[src/pkg/acr_pkg.sv]
// package for the channel and reference select block of a 10-bit converter
// assumes a 32-bit apb slave, one word per register, index times four
package acr_pkg;
  // ----------------------------------------------------------------------
  // register indices and byte addresses
  // ----------------------------------------------------------------------
  localparam logic [7:0]  IDX_RESULT_LOW   = 8'h78;
  localparam logic [7:0]  IDX_RESULT_HIGH  = 8'h79;
  localparam logic [7:0]  IDX_CHAN_REF_SEL = 8'h7c;
  localparam logic [7:0]  IDX_CONV_STATUS  = 8'h7d;
  localparam logic [11:0] ADDR_RESULT_LOW   = {2'h0, IDX_RESULT_LOW, 2'h0};
  localparam logic [11:0] ADDR_RESULT_HIGH  = {2'h0, IDX_RESULT_HIGH, 2'h0};
  localparam logic [11:0] ADDR_CHAN_REF_SEL = {2'h0, IDX_CHAN_REF_SEL, 2'h0};
  localparam logic [11:0] ADDR_CONV_STATUS  = {2'h0, IDX_CONV_STATUS, 2'h0};

  // ----------------------------------------------------------------------
  // field positions and reset values
  // ----------------------------------------------------------------------
  localparam int          POS_REF_SELECT   = 6;
  localparam int          POS_LEFT_ADJUST  = 5;
  localparam int          POS_FLAG         = 0;
  localparam int          POS_BUSY         = 1;
  localparam logic [7:0]  SEL_WRITE_MASK   = 8'h6f;
  localparam logic [7:0]  SEL_RESET        = 8'h00;
  localparam logic [9:0]  RESULT_RESET     = 10'h000;
  localparam logic [9:0]  CODE_GROUND      = 10'h000;
  localparam logic [9:0]  CODE_FULL_SCALE  = 10'h3ff;
  localparam int          CODE_STEPS       = 1024;

  // ----------------------------------------------------------------------
  // channel codes
  // ----------------------------------------------------------------------
  localparam logic [3:0]  CH_LAST_PIN      = 4'h7;
  localparam logic [3:0]  CH_TEMPERATURE   = 4'h8;
  localparam logic [3:0]  CH_BANDGAP       = 4'he;
  localparam logic [3:0]  CH_GROUND        = 4'hf;

  typedef enum logic {
    REF_INTERNAL_1V1 = 1'b0,
    REF_ANALOG_SUPPLY = 1'b1
  } acr_ref_t;

  typedef struct packed {
    acr_ref_t   reference;
    logic [3:0] channel;
  } acr_sel_t;

  typedef struct packed {
    logic       start;
    logic       lastCycle;
    logic       done;
    logic [9:0] result;
  } acr_conv_t;
endpackage

[src/design/acr_select.sv]
// channel/reference select, result presentation and complete flag
// assumes converter pulses start, last cycle and done on the apb clock
// assumes each converter pulse lasts exactly one clock
`timescale 1ns/100ps
module acr_select (
  input  wire logic              clock,
  input  wire logic              rst_b,
  input  wire logic              psel,
  input  wire logic              penable,
  input  wire logic              pwrite,
  input  wire logic [11:0]       paddr,
  input  wire logic [31:0]       pwdata,
  input  wire logic [3:0]        pstrb,
  output logic                   pready,
  output logic                   pslverr,
  output logic      [31:0]       prdata,
  input  wire acr_pkg::acr_conv_t conv,
  output acr_pkg::acr_sel_t      activeSel,
  output logic                   tempSensorOn,
  output logic      [7:0]        pinChannelOneHot,
  output logic                   bandgapSelect,
  output logic                   groundSelect,
  output logic                   conversionBusy
);
  // ----------------------------------------------------------------------
  // bus decode
  // ----------------------------------------------------------------------
  wire        setup      = psel & ~penable;
  wire        access     = psel & penable;
  wire        hitLow     = paddr == acr_pkg::ADDR_RESULT_LOW;
  wire        hitHigh    = paddr == acr_pkg::ADDR_RESULT_HIGH;
  wire        hitSel     = paddr == acr_pkg::ADDR_CHAN_REF_SEL;
  wire        hitStatus  = paddr == acr_pkg::ADDR_CONV_STATUS;
  wire        mapped     = hitLow | hitHigh | hitSel | hitStatus;
  // byte lane 0 carries every register, other lanes are ignored
  wire        wrEnable   = access & pwrite & mapped & pstrb[0];
  wire        wrSel      = wrEnable & hitSel;
  wire        wrStatus   = wrEnable & hitStatus;

  // no wait states: every access completes in its first cycle
  assign pready  = access;
  assign pslverr = access & ~mapped;

  // ----------------------------------------------------------------------
  // software-visible select register
  // ----------------------------------------------------------------------
  logic [7:0] selReg_q;
  logic [7:0] selReg_d;
  // only writable bits are stored, so reserved ones stay zero
  assign selReg_d = wrSel ? (pwdata[7:0] & acr_pkg::SEL_WRITE_MASK)
                          : selReg_q;

  always_ff @(posedge clock or negedge rst_b) begin
    if (!rst_b) begin
      selReg_q <= acr_pkg::SEL_RESET;
    end else begin
      selReg_q <= selReg_d;
    end
  end

  wire        leftAdjust = selReg_q[acr_pkg::POS_LEFT_ADJUST];
  wire acr_pkg::acr_sel_t bufferSel = '{
    reference: acr_pkg::acr_ref_t'(selReg_q[acr_pkg::POS_REF_SELECT]),
    channel:   selReg_q[3:0]
  };

  // ----------------------------------------------------------------------
  // lock window and active selection
  // ----------------------------------------------------------------------
  // locked from start until the last converter cycle; done also releases
  // so a converter that skips the last-cycle pulse never sticks the lock
  logic locked_q;
  logic locked_d;
  logic busy_q;
  logic busy_d;
  assign locked_d = conv.start ? 1'b1
                  : (conv.lastCycle | conv.done) ? 1'b0 : locked_q;
  // busy spans the whole conversion, the lock ends one cycle earlier
  assign busy_d   = conv.start ? 1'b1 : conv.done ? 1'b0 : busy_q;

  acr_pkg::acr_sel_t active_q;
  acr_pkg::acr_sel_t active_d;
  // continuous copy while unlocked; start edge copies too, then holds
  assign active_d = locked_q ? active_q : bufferSel;

  always_ff @(posedge clock or negedge rst_b) begin
    if (!rst_b) begin
      locked_q <= 1'b0;
    end else begin
      locked_q <= locked_d;
    end
  end

  always_ff @(posedge clock or negedge rst_b) begin
    if (!rst_b) begin
      busy_q <= 1'b0;
    end else begin
      busy_q <= busy_d;
    end
  end

  // reset selection mirrors the reset value of the select register
  always_ff @(posedge clock or negedge rst_b) begin
    if (!rst_b) begin
      active_q.reference <= acr_pkg::acr_ref_t'(
          acr_pkg::SEL_RESET[acr_pkg::POS_REF_SELECT]);
      active_q.channel   <= acr_pkg::SEL_RESET[3:0];
    end else begin
      active_q <= active_d;
    end
  end

  assign activeSel      = active_q;
  assign conversionBusy = busy_q;

  // ----------------------------------------------------------------------
  // channel decode
  // ----------------------------------------------------------------------
  wire        chanIsPin  = active_q.channel <= acr_pkg::CH_LAST_PIN;
  wire        chanIsTemp = active_q.channel == acr_pkg::CH_TEMPERATURE;
  wire        chanIsBg   = active_q.channel == acr_pkg::CH_BANDGAP;
  wire        chanIsGnd  = active_q.channel == acr_pkg::CH_GROUND;
  // codes 9 to 13 are reserved and connect the ground input
  wire        chanIsRsvd = ~(chanIsPin | chanIsTemp | chanIsBg | chanIsGnd);
  wire  [7:0] pinLines;

  // one select line per analog input pin
  for (genvar p = 0; p < 8; p = p + 1) begin : g_pin
    assign pinLines[p] = chanIsPin
                       & (active_q.channel[2:0] == 3'(p));
  end
  assign pinChannelOneHot = pinLines;
  // sensor follows the active channel, so it only switches at safe points
  assign tempSensorOn     = chanIsTemp;
  assign bandgapSelect    = chanIsBg;
  // reserved codes drive groundSelect and read back as ground
  assign groundSelect     = chanIsGnd | chanIsRsvd;

  // ----------------------------------------------------------------------
  // result capture and complete flag
  // ----------------------------------------------------------------------
  logic [9:0] result_q;
  logic [9:0] result_d;
  logic       flag_q;
  logic       flag_d;
  // codes pass through unscaled; scaling is the converter's job
  wire  [9:0] doneCode = (chanIsGnd | chanIsRsvd) ? acr_pkg::CODE_GROUND
                                                  : conv.result;
  assign result_d = conv.done ? doneCode : result_q;
  // a completion in the same cycle as the clear keeps the flag set
  wire   flagClear = wrStatus & pwdata[acr_pkg::POS_FLAG];
  assign flag_d    = conv.done | (flag_q & ~flagClear);

  always_ff @(posedge clock or negedge rst_b) begin
    if (!rst_b) begin
      result_q <= acr_pkg::RESULT_RESET;
    end else begin
      result_q <= result_d;
    end
  end

  // ----------------------------------------------------------------------
  // complete flag and status
  // ----------------------------------------------------------------------
  always_ff @(posedge clock or negedge rst_b) begin
    if (!rst_b) begin
      flag_q <= 1'b0;
    end else begin
      flag_q <= flag_d;
    end
  end

  logic [7:0] statusView;
  always_comb begin
    statusView                    = 8'h00;
    statusView[acr_pkg::POS_FLAG] = flag_q;
    statusView[acr_pkg::POS_BUSY] = busy_q;
  end

  // ----------------------------------------------------------------------
  // result view and read data
  // ----------------------------------------------------------------------
  // view follows the live left-adjust bit, no recapture needed
  wire  [7:0] viewHigh = leftAdjust ? result_q[9:2]
                                    : {6'h00, result_q[9:8]};
  wire  [7:0] viewLow  = leftAdjust ? {result_q[1:0], 6'h00}
                                    : result_q[7:0];
  wire  [7:0] readByte =
      hitLow    ? viewLow  :
      hitHigh   ? viewHigh :
      hitSel    ? selReg_q :
      hitStatus ? statusView : 8'h00;

  // upper bytes always read zero: every register is one byte wide
  logic [31:0] prdata_q;
  logic [31:0] prdata_d;
  // read data sampled in setup so it stands through the one access cycle
  assign prdata_d = (setup & ~pwrite) ? {24'h000000, readByte} : prdata_q;

  always_ff @(posedge clock or negedge rst_b) begin
    if (!rst_b) begin
      prdata_q <= 32'h00000000;
    end else begin
      prdata_q <= prdata_d;
    end
  end

  assign prdata = prdata_q;
endmodule

[config.mk]
export PLATFORM = sky130hd
export DESIGN_NAME = acr_select
export DESIGN_NICKNAME = d
export VERILOG_FILES = /design/src/pkg/acr_pkg.sv /design/src/design/acr_select.sv
export SDC_FILE = /design/constraint.sdc
export NUM_CORES = 1
export LEC_CHECK = 0
export ABC_CLOCK_PERIOD_IN_PS = 1600
export BUFFER_PORTS_ARGS = -buffer_cell sky130_fd_sc_hd__buf_2
export CAP_MARGIN = 20
export CORE_UTILIZATION = 42
export CTS_CLUSTER_SIZE = 8
export DETAILED_ROUTE_END_ITERATION = 8
export PLACE_DENSITY = 0.91
export SETUP_SLACK_MARGIN = 0.15
export SYNTH_ARGS = -nofsm -noshare
export SYNTH_HDL_FRONTEND = slang
export SYNTH_SLANG_ARGS = --single-unit
[constraint.sdc]
create_clock -name clock -period 1.6 [get_ports clock]
set_clock_uncertainty 0.15 [all_clocks]
set_input_delay 0.16 -clock clock [delete_from_list [all_inputs] [get_ports clock]]
set_output_delay 0.16 -clock clock [all_outputs]
set_load 0.05 [all_outputs]
==> impl_metrics.toml, run 1 <==
[status]
status = "complete, but fails checks"
violations = "negative setup slack"

[hold_path]
holdPathEnd = "locked_q$_DFFE_PN0P_"
hold_path_class = "input port to register"
holdCritStartpoint = "conv[11]"
min_path_cells = 3

[cts]
clk_path_buf_depth = 2
cts_buffers = 5
root_buffer = "clkbuf_8"
clkSinkCount = 32
h-tree-depth = 2
clk_pin_slew_ns = 0.06
cts_tree = "yes"
clock_latency_ns = 0.28

[global_routing]
grt_pass1_vias = 1615
antenna_found_initial = 0
grtUsageTotal = 0.2324
grt_pass1_wl_um = 7458
grt_overflow_total = 0
grt_start_max_net_pins = 18

[logic_synthesis]
async_reset_ff_frac = 1.000
ys_types = 38
ys_warn_count = 0
synthCells = 180
synth_edf_count = 0
yosys_register_bits = 32
ys_seq_area_frac = 0.4504
synth_area_sq_mm = 0.001778
synth_area_leaders = "dfrtp_1 45%, buf_4 10%, mux2_2 8.2%, nand2_1 4.9%, o2bb2ai_1 3.4%"
synth_top_area_frac = 0.4504
yosysMostFrequentCell = "dfrtp_1"
ys_top_cells_by_count = "32 x dfrtp_1, 24 x buf_4, 23 x nand2_1"
yosys.area.top_type = "dfrtp_1"
synth_area_per_cell_sq_um = 9.878
synth_ff_type = "dfrtp_1"

[route]
drcViolationCount = 0
drt_iter0_markers = 33
detail_route.wirelength_um = 4922
avgRoutedWirePerCell_um = 14.87
vias = 1623
ant_nets = 0
dr.pass1.iters = 4
via_per_inst = 4.903

[pwr]
powerDensity_mw_per_mm2 = 637.7
switching_share = 0.2962
clockPowerShare = 0.333
p_seq_frac = 0.464
ir_worst_vdd_v = 0.0004810
p_leak_nw = 1.422
p_switching_w = 0.0005543
power_frac_comb = 0.203
internal_power_w = 0.001317
p_total_w = 0.001872

[setup_path]
worst_setup_path_start_kind = "register"
r2r_end = "prdata[0]$_DFFE_PN0P_"
critPathBufInv = 2
rrSetupSlack_ns = 0.16
required_ns = 1.29
endpoint_kind = "output pin"
r2r_cells = 4
cp_top_family = "flip-flops"
r2r-start = "selReg_q[5]$_DFFE_PN0P_"
path_cells = "buf_12 > nor4_4 > buf_6"
slowest_stage = "dfrtp_2"
critical-path-max-stage-delay_ns = 0.45
critPathKind = "register to output pin"
cp_max_fo = 5
cp.arrival_ns = 1.35

[finish]
postLayoutCellArea_sq_mm = 0.002935
drive_gt1_frac = 0.5053
seqCellArea_sq_um = 809.5
fin_util = 0.7286
n_fill_cell = 283
multi_input_area_sq_mm = 0.001084
final_nets = 346
area_growth_syn_to_layout_pct = 65.10
post_layout_nonfiller_instances = 331
n_antenna_cell = 0

[timing]
min_period_ns = 1.657
fin_hold_ws_ns = 0.03096
max_freq_mhz = 603.4
maxSlewViolCount = 0
rsz0062_at_grt = "yes"
fin_ws_ns = -0.05727
setup_viol = 5
fin_crit_sh = 1.036
hold_violations = 0

[die]
start_util = 0.4413
core_sq_mm = 0.004029
die_w_um = 67.07
pin_count = 117
dieArea_sq_mm = 0.004498
rows = 23
die_y_um = 67.07

[placed_design]
routabilityCongestion = 0.8949
io_buffers = 63
dp_hpwl_um = 3250
placed_cells = 292
dpl_cell_area_sq_mm = 0.002351

[run]
maxCapViolCount = 0
[worst reg2reg max path, cell delays in order, from the launching register on]
cell	delay [ns]
dfrtp_2	0.45
nor2_2	0.24
a221oi_1	0.14
nor4_1	0.28
a21o_1	0.13
[cell families (layout without fill, tap and decap cells)]
group / count (synthesis) / count (layout) / synth area share
other cells: 1 / 24 / 0.002109
flops: 32 / 32 / 0.4504
buf+inv: 40 / 118 / 0.1365
mux: 14 / 14 / 0.08797
compound gates: 37 / 37 / 0.1520
simple gates: 55 / 55 / 0.1661
xor+xnor: 1 / 1 / 0.004927
[sequential cells by signal, summed over array words and instances (netlist names)]
register        flops
activeSel           5
conversionBusy      1
flag_q              1
locked_q            1
prdata              8
result_q           10
selReg_q            6
[layout by cell type (no fill, tap or decap), types with 2 or more instances in the layout]
| cell | instances |
|---|---|
| a22o_1 | 2 |
| nor2_1 | 3 |
| nand2_1 | 22 |
| a21o_1 | 4 |
| dfrtp_1 | 27 |
| nand2b_1 | 3 |
| buf_4 | 12 |
| o22ai_1 | 4 |
| conb_1 | 24 |
| nand2b_4 | 3 |
| clkbuf_1 | 2 |
| buf_2 | 47 |
| buf_6 | 17 |
| clkbuf_8 | 6 |
| nor2_4 | 4 |
| nor3_4 | 5 |
| mux2_4 | 8 |
| a22oi_1 | 3 |
| o31ai_1 | 3 |
| mux2_2 | 5 |
| buf_12 | 4 |
| a221oi_1 | 2 |
| o21ai_0 | 4 |
| nor4_4 | 3 |
| dfrtp_2 | 4 |
| dlygate4sd3_1 | 18 |
| o2bb2ai_2 | 6 |
| inv_1 | 5 |
| buf_8 | 6 |
[power by group through the flow]
stage / clock (W) / sequential (W) / combinational (W)
after floorplan: 0 / 0.000873 / 0.000273
after global placement: 0 / 0.000878 / 0.000316
after detailed placement: 0 / 0.000878 / 0.000323
after CTS: 0.000633 / 0.000864 / 0.000367
after global routing: 0.000667 / 0.000870 / 0.000406
final: 0.000623 / 0.000868 / 0.000381
[routing by layer]
metal	track usage	vias to the layer above	wire length, um
met4	0.1197	0	113
li1	-	783	-
met5	0	-	0
met1	0.2664	768	2013
met2	0.4025	60	2594
met3	0.04623	12	200
[cell type report]
type	instances	area share
well taps	50	0.02131
clock buffers	8	0.03069
repair buffers	104	0.2954
inverters	6	0.007673
multi-input cells	131	0.3691
flip-flops and latches	32	0.2758
[per-stage QoR]
step | setup TNS (ns) | worst slack, ns
after floorplan | -0.4815 | -0.08110
after global placement | -0.7078 | -0.1079
after detailed placement | -1.152 | -0.1430
after CTS | -0.2084 | -0.04583
after global routing | -0.4898 | -0.09770
final | -0.2009 | -0.05727
[worst max-delay path by stage]
stage	from	end	slack [ns]	cells after the start
after floorplan	activeSel[3]$_DFFE_PN0N_	pinChannelOneHot[4]	-0.08	3
after global placement	paddr[11]	selReg_q[6]$_DFFE_PN0P_	-0.11	6
after detailed placement	paddr[11]	selReg_q[1]$_DFFE_PN0P_	-0.14	6
after CTS	activeSel[2]$_DFFE_PN0N_	pinChannelOneHot[0]	-0.05	3
after global routing	activeSel[2]$_DFFE_PN0N_	pinChannelOneHot[0]	-0.1	3
final	activeSel[2]$_DFFE_PN0N_	pinChannelOneHot[0]	-0.06	3
[repair_timing]
action | 4_1_cts | 5_1_grt
hold buffers | 18 | 0
buffers inserted | 11 | 2
resized for setup | 41 | 19
endpoints found under the setup margin | 25 | 34
pin swaps | 12 | 6
endpoints found under the hold margin | 34 | 0
Power figures use the tool's default switching activity.
==> run 2: changes to the inputs <==
--- a/config.mk
+++ b/config.mk
@@ -5,13 +5,14 @@
 export SDC_FILE = /design/constraint.sdc
 export NUM_CORES = 1
 export LEC_CHECK = 0
+export ABC_AREA = 1
 export ABC_CLOCK_PERIOD_IN_PS = 1600
 export BUFFER_PORTS_ARGS = -buffer_cell sky130_fd_sc_hd__buf_2
 export CAP_MARGIN = 20
-export CORE_UTILIZATION = 42
+export CORE_UTILIZATION = 44
 export CTS_CLUSTER_SIZE = 8
 export DETAILED_ROUTE_END_ITERATION = 8
-export PLACE_DENSITY = 0.91
+export PLACE_DENSITY = 0.92
 export SETUP_SLACK_MARGIN = 0.15
 export SYNTH_ARGS = -nofsm -noshare
 export SYNTH_HDL_FRONTEND = slang
==> impl_metrics.toml, run 2 <==
[status]
status = "complete, but fails checks"
violations = "design-rule violations, negative setup slack"

[logic_synthesis]
synth_area_sq_mm = 0.002002
synthCells = 275
ys_seq_area_frac = 0.4000
yosysMostFrequentCell = "nand2_1"
synth_top_family_by_area = "simple AND/OR/NAND/NOR gates"
ys_types = 28
synth-simple-area-share = 0.4019
synth_area_per_cell_sq_um = 7.280
synth-compound-area-share = 0.03188
synth_ff_type = "dfrtp_1"
async_reset_ff_frac = 1.000
ys_top_cells_by_count = "97 x nand2_1, 32 x dfrtp_1, 25 x buf_4, 25 x nand3_1, 19 x nor2_1"
synth_area_leaders = "dfrtp_1 40%, nand2_1 18%, buf_4 9.4%, nand3_1 6.3%, nand4_1 5.0%"
yosys_register_bits = 32
synth_edf_count = 0
synth_top_area_frac = 0.4000
yosys.area.top_type = "dfrtp_1"
synth_xor_area_frac = 0
synthMuxAreaShare = 0.005000
yosys.area_share.adder = 0
ys_warn_count = 0

[pwr]
p_total_w = 0.001838
powerDensity_mw_per_mm2 = 620.5
ir_worst_vdd_v = 0.0002976
p_leak_nw = 1.596

[global_routing]
grt_overflow_total = 0
gr-usage-met2 = 0.3927
grt_pass1_wl_um = 8273
use_met1 = 0.2446
grt_start_max_net_pins = 33
grt_pass1_vias = 1928
grtUsageTotal = 0.2175
busiest_layer = "met2"
antenna_found_initial = 0
use_met3 = 0.04942

[run]
maxCapViolCount = 0

[route]
drcViolationCount = 1
avgRoutedWirePerCell_um = 12.16
ant_nets = 0
drt_iter0_markers = 65
dr.pass1.iters = 6
detail_route.wirelength_um = 5241
via_per_inst = 4.877
vias = 2102

[die]
die_y_um = 69.45
pin_count = 117
core_sq_mm = 0.004354
die_w_um = 69.45
dieArea_sq_mm = 0.004823
start_util = 0.4598
rows = 24

[cts]
clk_path_buf_depth = 2
clock_latency_ns = 0.29
clkSinkCount = 32
clk_pin_slew_ns = 0.06
root_buffer = "clkbuf_8"
cts_tree = "yes"
cts_buffers = 5
h-tree-depth = 2

[finish]
fin_util = 0.6802
area_growth_syn_to_layout_pct = 47.94
largest_register = "result_q"
final_cell_mix = "92 x nand2_1, 53 x buf_2, 28 x dfrtp_1"
largest_register_ffs = 10
final_nets = 444
n_antenna_cell = 0
layout_commonest_cell = "nand2_1"
drive_gt1_frac = 0.3773

[timing]
fin_crit_sh = 1.138
rsz0062_at_grt = "yes"
max_slew_margin = 0.5427
hold_violations = 0
min_period_ns = 1.821
max_freq_mhz = 549.2
maxSlewViolCount = 0
setup_viol = 18
worst_pin_slew_ns = 0.6860
fin_ws_ns = -0.2209

[setup_path]
r2r-start = "activeSel[1]$_DFFE_PN0N_"
endpoint_kind = "output pin"
cp-startpoint = "activeSel[1]$_DFFE_PN0N_"
critPathKind = "register to output pin"
cp.arrival_ns = 1.51
cp_max_fo = 2
required_ns = 1.29
worst_setup_path_start_kind = "register"

[placed_design]
dp_hpwl_um = 3622
routabilityCongestion = 0.9215
io_buffers = 63

[hold_path]
holdCritStartpoint = "pwdata[0]"
hold_path_class = "input port to register"
==> run 2: cell types whose count changed after synthesis, moves of 8 or more <==
cell	delta
mux2_2	-13
inv_2	+8
nand2_1	+74
nand4_1	+15
nor2_1	+11
nand3_1	+25
inv_1	+13
==> run 2: worst paths after layout <==
| path | slack, ns | depth (start not counted) | endpoint |
|---|---|---|---|
| worst min-delay path | 0.02 | 3 | selReg_q[0]$_DFFE_PN0P_ |
| min in group asynchronous | 0.30 | 2 | result_q[3]$_DFFE_PN0P_ |
| worst max-delay path | -0.22 | 8 | groundSelect |
| max in group asynchronous | 0.52 | 2 | activeSel[3]$_DFFE_PN0N_ |
| worst min register to register | 0.32 | 2 | prdata[4]$_DFFE_PN0P_ |
| worst max register to register | -0.14 | 11 | result_q[5]$_DFFE_PN0P_ |
==> run 2: what timing repair did <==
| action | in CTS | in global routing |
|---|---|---|
| pin swaps | 6 | 11 |
| buffers inserted | 6 | 4 |
| endpoints found under the setup margin | 22 | 21 |
| hold buffers | 17 | 1 |
| resized for setup | 38 | 16 |
| endpoints found under the hold margin | 48 | 1 |
==> run 2: final cells by class <==
cell class                      count  area [sq um]
Fill cell                         330          1393
Sequential cell                    32         805.8
Multi-Input combinational cell    209          1130
Inverter                           27         108.9
Timing Repair Buffer              103         762.0
Tap cell                           52         65.06
Clock buffer                        8         90.09
==> run 2: power by group <==
| group | internal (W) | total, W | switching (W) |
|---|---|---|---|
| clock network | 0.000350 | 0.000637 | 0.000287 |
| logic | 0.0000976 | 0.000344 | 0.000247 |
| registers | 0.000835 | 0.000857 | 0.0000212 |
==> run 2: per-stage QoR <==
step | hold WS (ns) | cell area [sq um] | instances | setup WS, ns | TNS, ns
after CTS | 0.003167 | 2853 | 426 | -0.2147 | -0.6631
after detailed placement | 0.08421 | 2414 | 395 | -0.05126 | -0.05126
after global routing | 0.02953 | 2962 | 431 | -0.2835 | -2.810
after floorplan | -0.2856 | 2148 | 298 | -0.4256 | -4.631
final | 0.02240 | 2962 | 431 | -0.2209 | -1.522
after global placement | 0.07023 | 2414 | 395 | -0.03238 | -0.03238
==> run 2: metal layers <==
metal  wire [um]  vias up
li1            -     1037
met1        2089      973
met2        2750       80
met3         292       12
met4         108        0
met5           0        -
==> run 2: worst max-delay path: stages, from the launching register on <==
cell and delay [ns]:
dfrtp_2 0.37, inv_2 0.04, or2_4 0.25, nor3_4 0.12, nor2_1 0.05, nand2_1 0.11, buf_12 0.12, inv_4 0.02
buf_6 0.14
==> run 2: kinds of logic after synthesis <==
kind of cell	Yosys count
multiplexers	1
other	1
AND/OR/NAND/NOR	174
flip-flops	32
AO/OA/AOI/OAI	10
buffers and inverters	57
==> run 3: changes to the inputs <==
==> constraint.sdc (replaced) <==
create_clock -name clock -period 1.6 [get_ports clock]
set_clock_uncertainty 0.15 [all_clocks]
set_input_delay 0 -clock clock [delete_from_list [all_inputs] [get_ports clock]]
set_output_delay 0 -clock clock [all_outputs]
set_load 0.05 [all_outputs]
==> impl_metrics.toml, run 3 (synthesis results as in run 2) <==
[global_routing]
grtUsageTotal = 0.2312
grt_pass1_vias = 1974
grt_start_max_net_pins = 33
grt_pass1_wl_um = 8907
antenna_found_initial = 0
grt_overflow_total = 0

[timing]
fin_ws_ns = -0.1361
maxSlewViolCount = 0
min_period_ns = 1.736
fin_crit_sh = 1.085
rsz0062_at_grt = "yes"
hold_violations = 7
worst_pin_slew_ns = 0.7078
fin_hold_ws_ns = -0.01769
max_freq_mhz = 576.0
setup_viol = 15
max_slew_margin = 0.5281

[setup_path]
critPathKind = "register to output pin"
cp-endpoint = "groundSelect"
r2r-start = "activeSel[1]$_DFFE_PN0N_"
cp-startpoint = "activeSel[1]$_DFFE_PN0N_"
worst_setup_path_start_kind = "register"
r2r_cells = 9
cp_max_fo = 3
cp.arrival_ns = 1.59
endpoint_kind = "output pin"
r2r_end = "result_q[0]$_DFFE_PN0P_"
rrSetupSlack_ns = -0.10
required_ns = 1.45

[finish]
seqCellArea_sq_um = 804.5
largest_register = "result_q"
final_nets = 445
layout_commonest_cell = "nand2_1"
n_fill_cell = 345
drive_gt1_frac = 0.3342
multi_input_area_sq_mm = 0.001066
final_cell_mix = "92 x nand2_1, 53 x buf_2, 29 x dfrtp_1"
area_growth_syn_to_layout_pct = 45.50
n_antenna_cell = 0
fin_util = 0.6690
largest_register_ffs = 10

[status]
violations = "negative hold slack, negative setup slack"
status = "complete, but fails checks"

[route]
vias = 2155
via_per_inst = 4.988
drcViolationCount = 0
ant_nets = 0
dr.pass1.iters = 4
drt_iter0_markers = 147
detail_route.wirelength_um = 5589
avgRoutedWirePerCell_um = 12.94

[die]
core_sq_mm = 0.004354
pin_count = 117
start_util = 0.4598
rows = 24
dieArea_sq_mm = 0.004823
die_w_um = 69.45
die_y_um = 69.45

[cts]
clock_latency_ns = 0.28
clkSinkCount = 32
root_buffer = "clkbuf_8"
clk_pin_slew_ns = 0.06
h-tree-depth = 2
clk_path_buf_depth = 2
cts_buffers = 5
cts_tree = "yes"

[placed_design]
dp_hpwl_um = 3535
routabilityCongestion = 0.8630
io_buffers = 63

[pwr]
powerDensity_mw_per_mm2 = 630.5
p_leak_nw = 1.594
ir_worst_vdd_v = 0.0002419

[hold_path]
hold_path_class = "input port to register"

[run]
maxCapViolCount = 0
run 3: worst min path at each step:
stage | depth (start not counted) | endpoint | from | slack, ns
after floorplan | 0 | activeSel[0]$_DFFE_PN0N_ | rst_b | -0.45
after global placement | 1 | prdata[4]$_DFFE_PN0P_ | rst_b | -0.09
after detailed placement | 1 | prdata[4]$_DFFE_PN0P_ | rst_b | -0.07
after CTS | 4 | conversionBusy$_DFFE_PN0P_ | conv[10] | 0.0008
after global routing | 4 | result_q[3]$_DFFE_PN0P_ | conv[10] | 0.03
final | 4 | conversionBusy$_DFFE_PN0P_ | conv[10] | -0.02
run 3: power by group:
part | leakage [nW] | switching, W | internal, W
logic | 1.14 | 0.000249 | 0.000103
clock network | 0.0455 | 0.000279 | 0.000350
registers | 0.413 | 0.0000206 | 0.000835
run 3: layout make-up:
type                            count  share of cell area
Multi-Input combinational cell    209              0.3660
Sequential cell                    32              0.2762
Timing Repair Buffer              104              0.2680
Inverter                           27             0.03651
Clock buffer                        8             0.03093
Tap cell                           52             0.02234
run 3: what timing repair did:
item                                    in CTS  in global routing
buffers inserted                             5                  6
pin swaps                                    4                  5
gates resized for setup                     27                 19
endpoints found under the setup margin      21                 27
endpoints found under the hold margin       59                  1
hold buffers                                24                  1
run 3: through the flow:
step           area, sq um  worst slack (ns)  setup TNS [ns]  cells  total power [W]
2_1_floorplan         2136           -0.3775          -4.369    298         0.001124
3_3_place_gp          2356           0.09506               0    389         0.001161
3_5_place_dp          2356           0.03249               0    389         0.001169
4_1_cts               2801          -0.08588         -0.2619    426         0.001832
5_1_grt               2913           -0.2106          -2.142    432         0.001913
6_report              2913           -0.1361         -0.8552    432         0.001836
run 3: layer usage:
metal  vias to the layer above  GRT usage  share of wire
met1                       991     0.2632           0.38
li1                       1035          -              -
met5                         -          0              0
met4                         0     0.1066          0.033
met3                        18    0.05378          0.064
met2                       111     0.4078           0.53
run 3: worst max-delay path: stages, from the launching register on:
cell     delay (ns)
dfrtp_2        0.42
buf_4          0.14
buf_6          0.12
nor2_4         0.13
nand2_2        0.09
nand2_1        0.12
buf_12         0.12
inv_2          0.03
buf_6          0.14
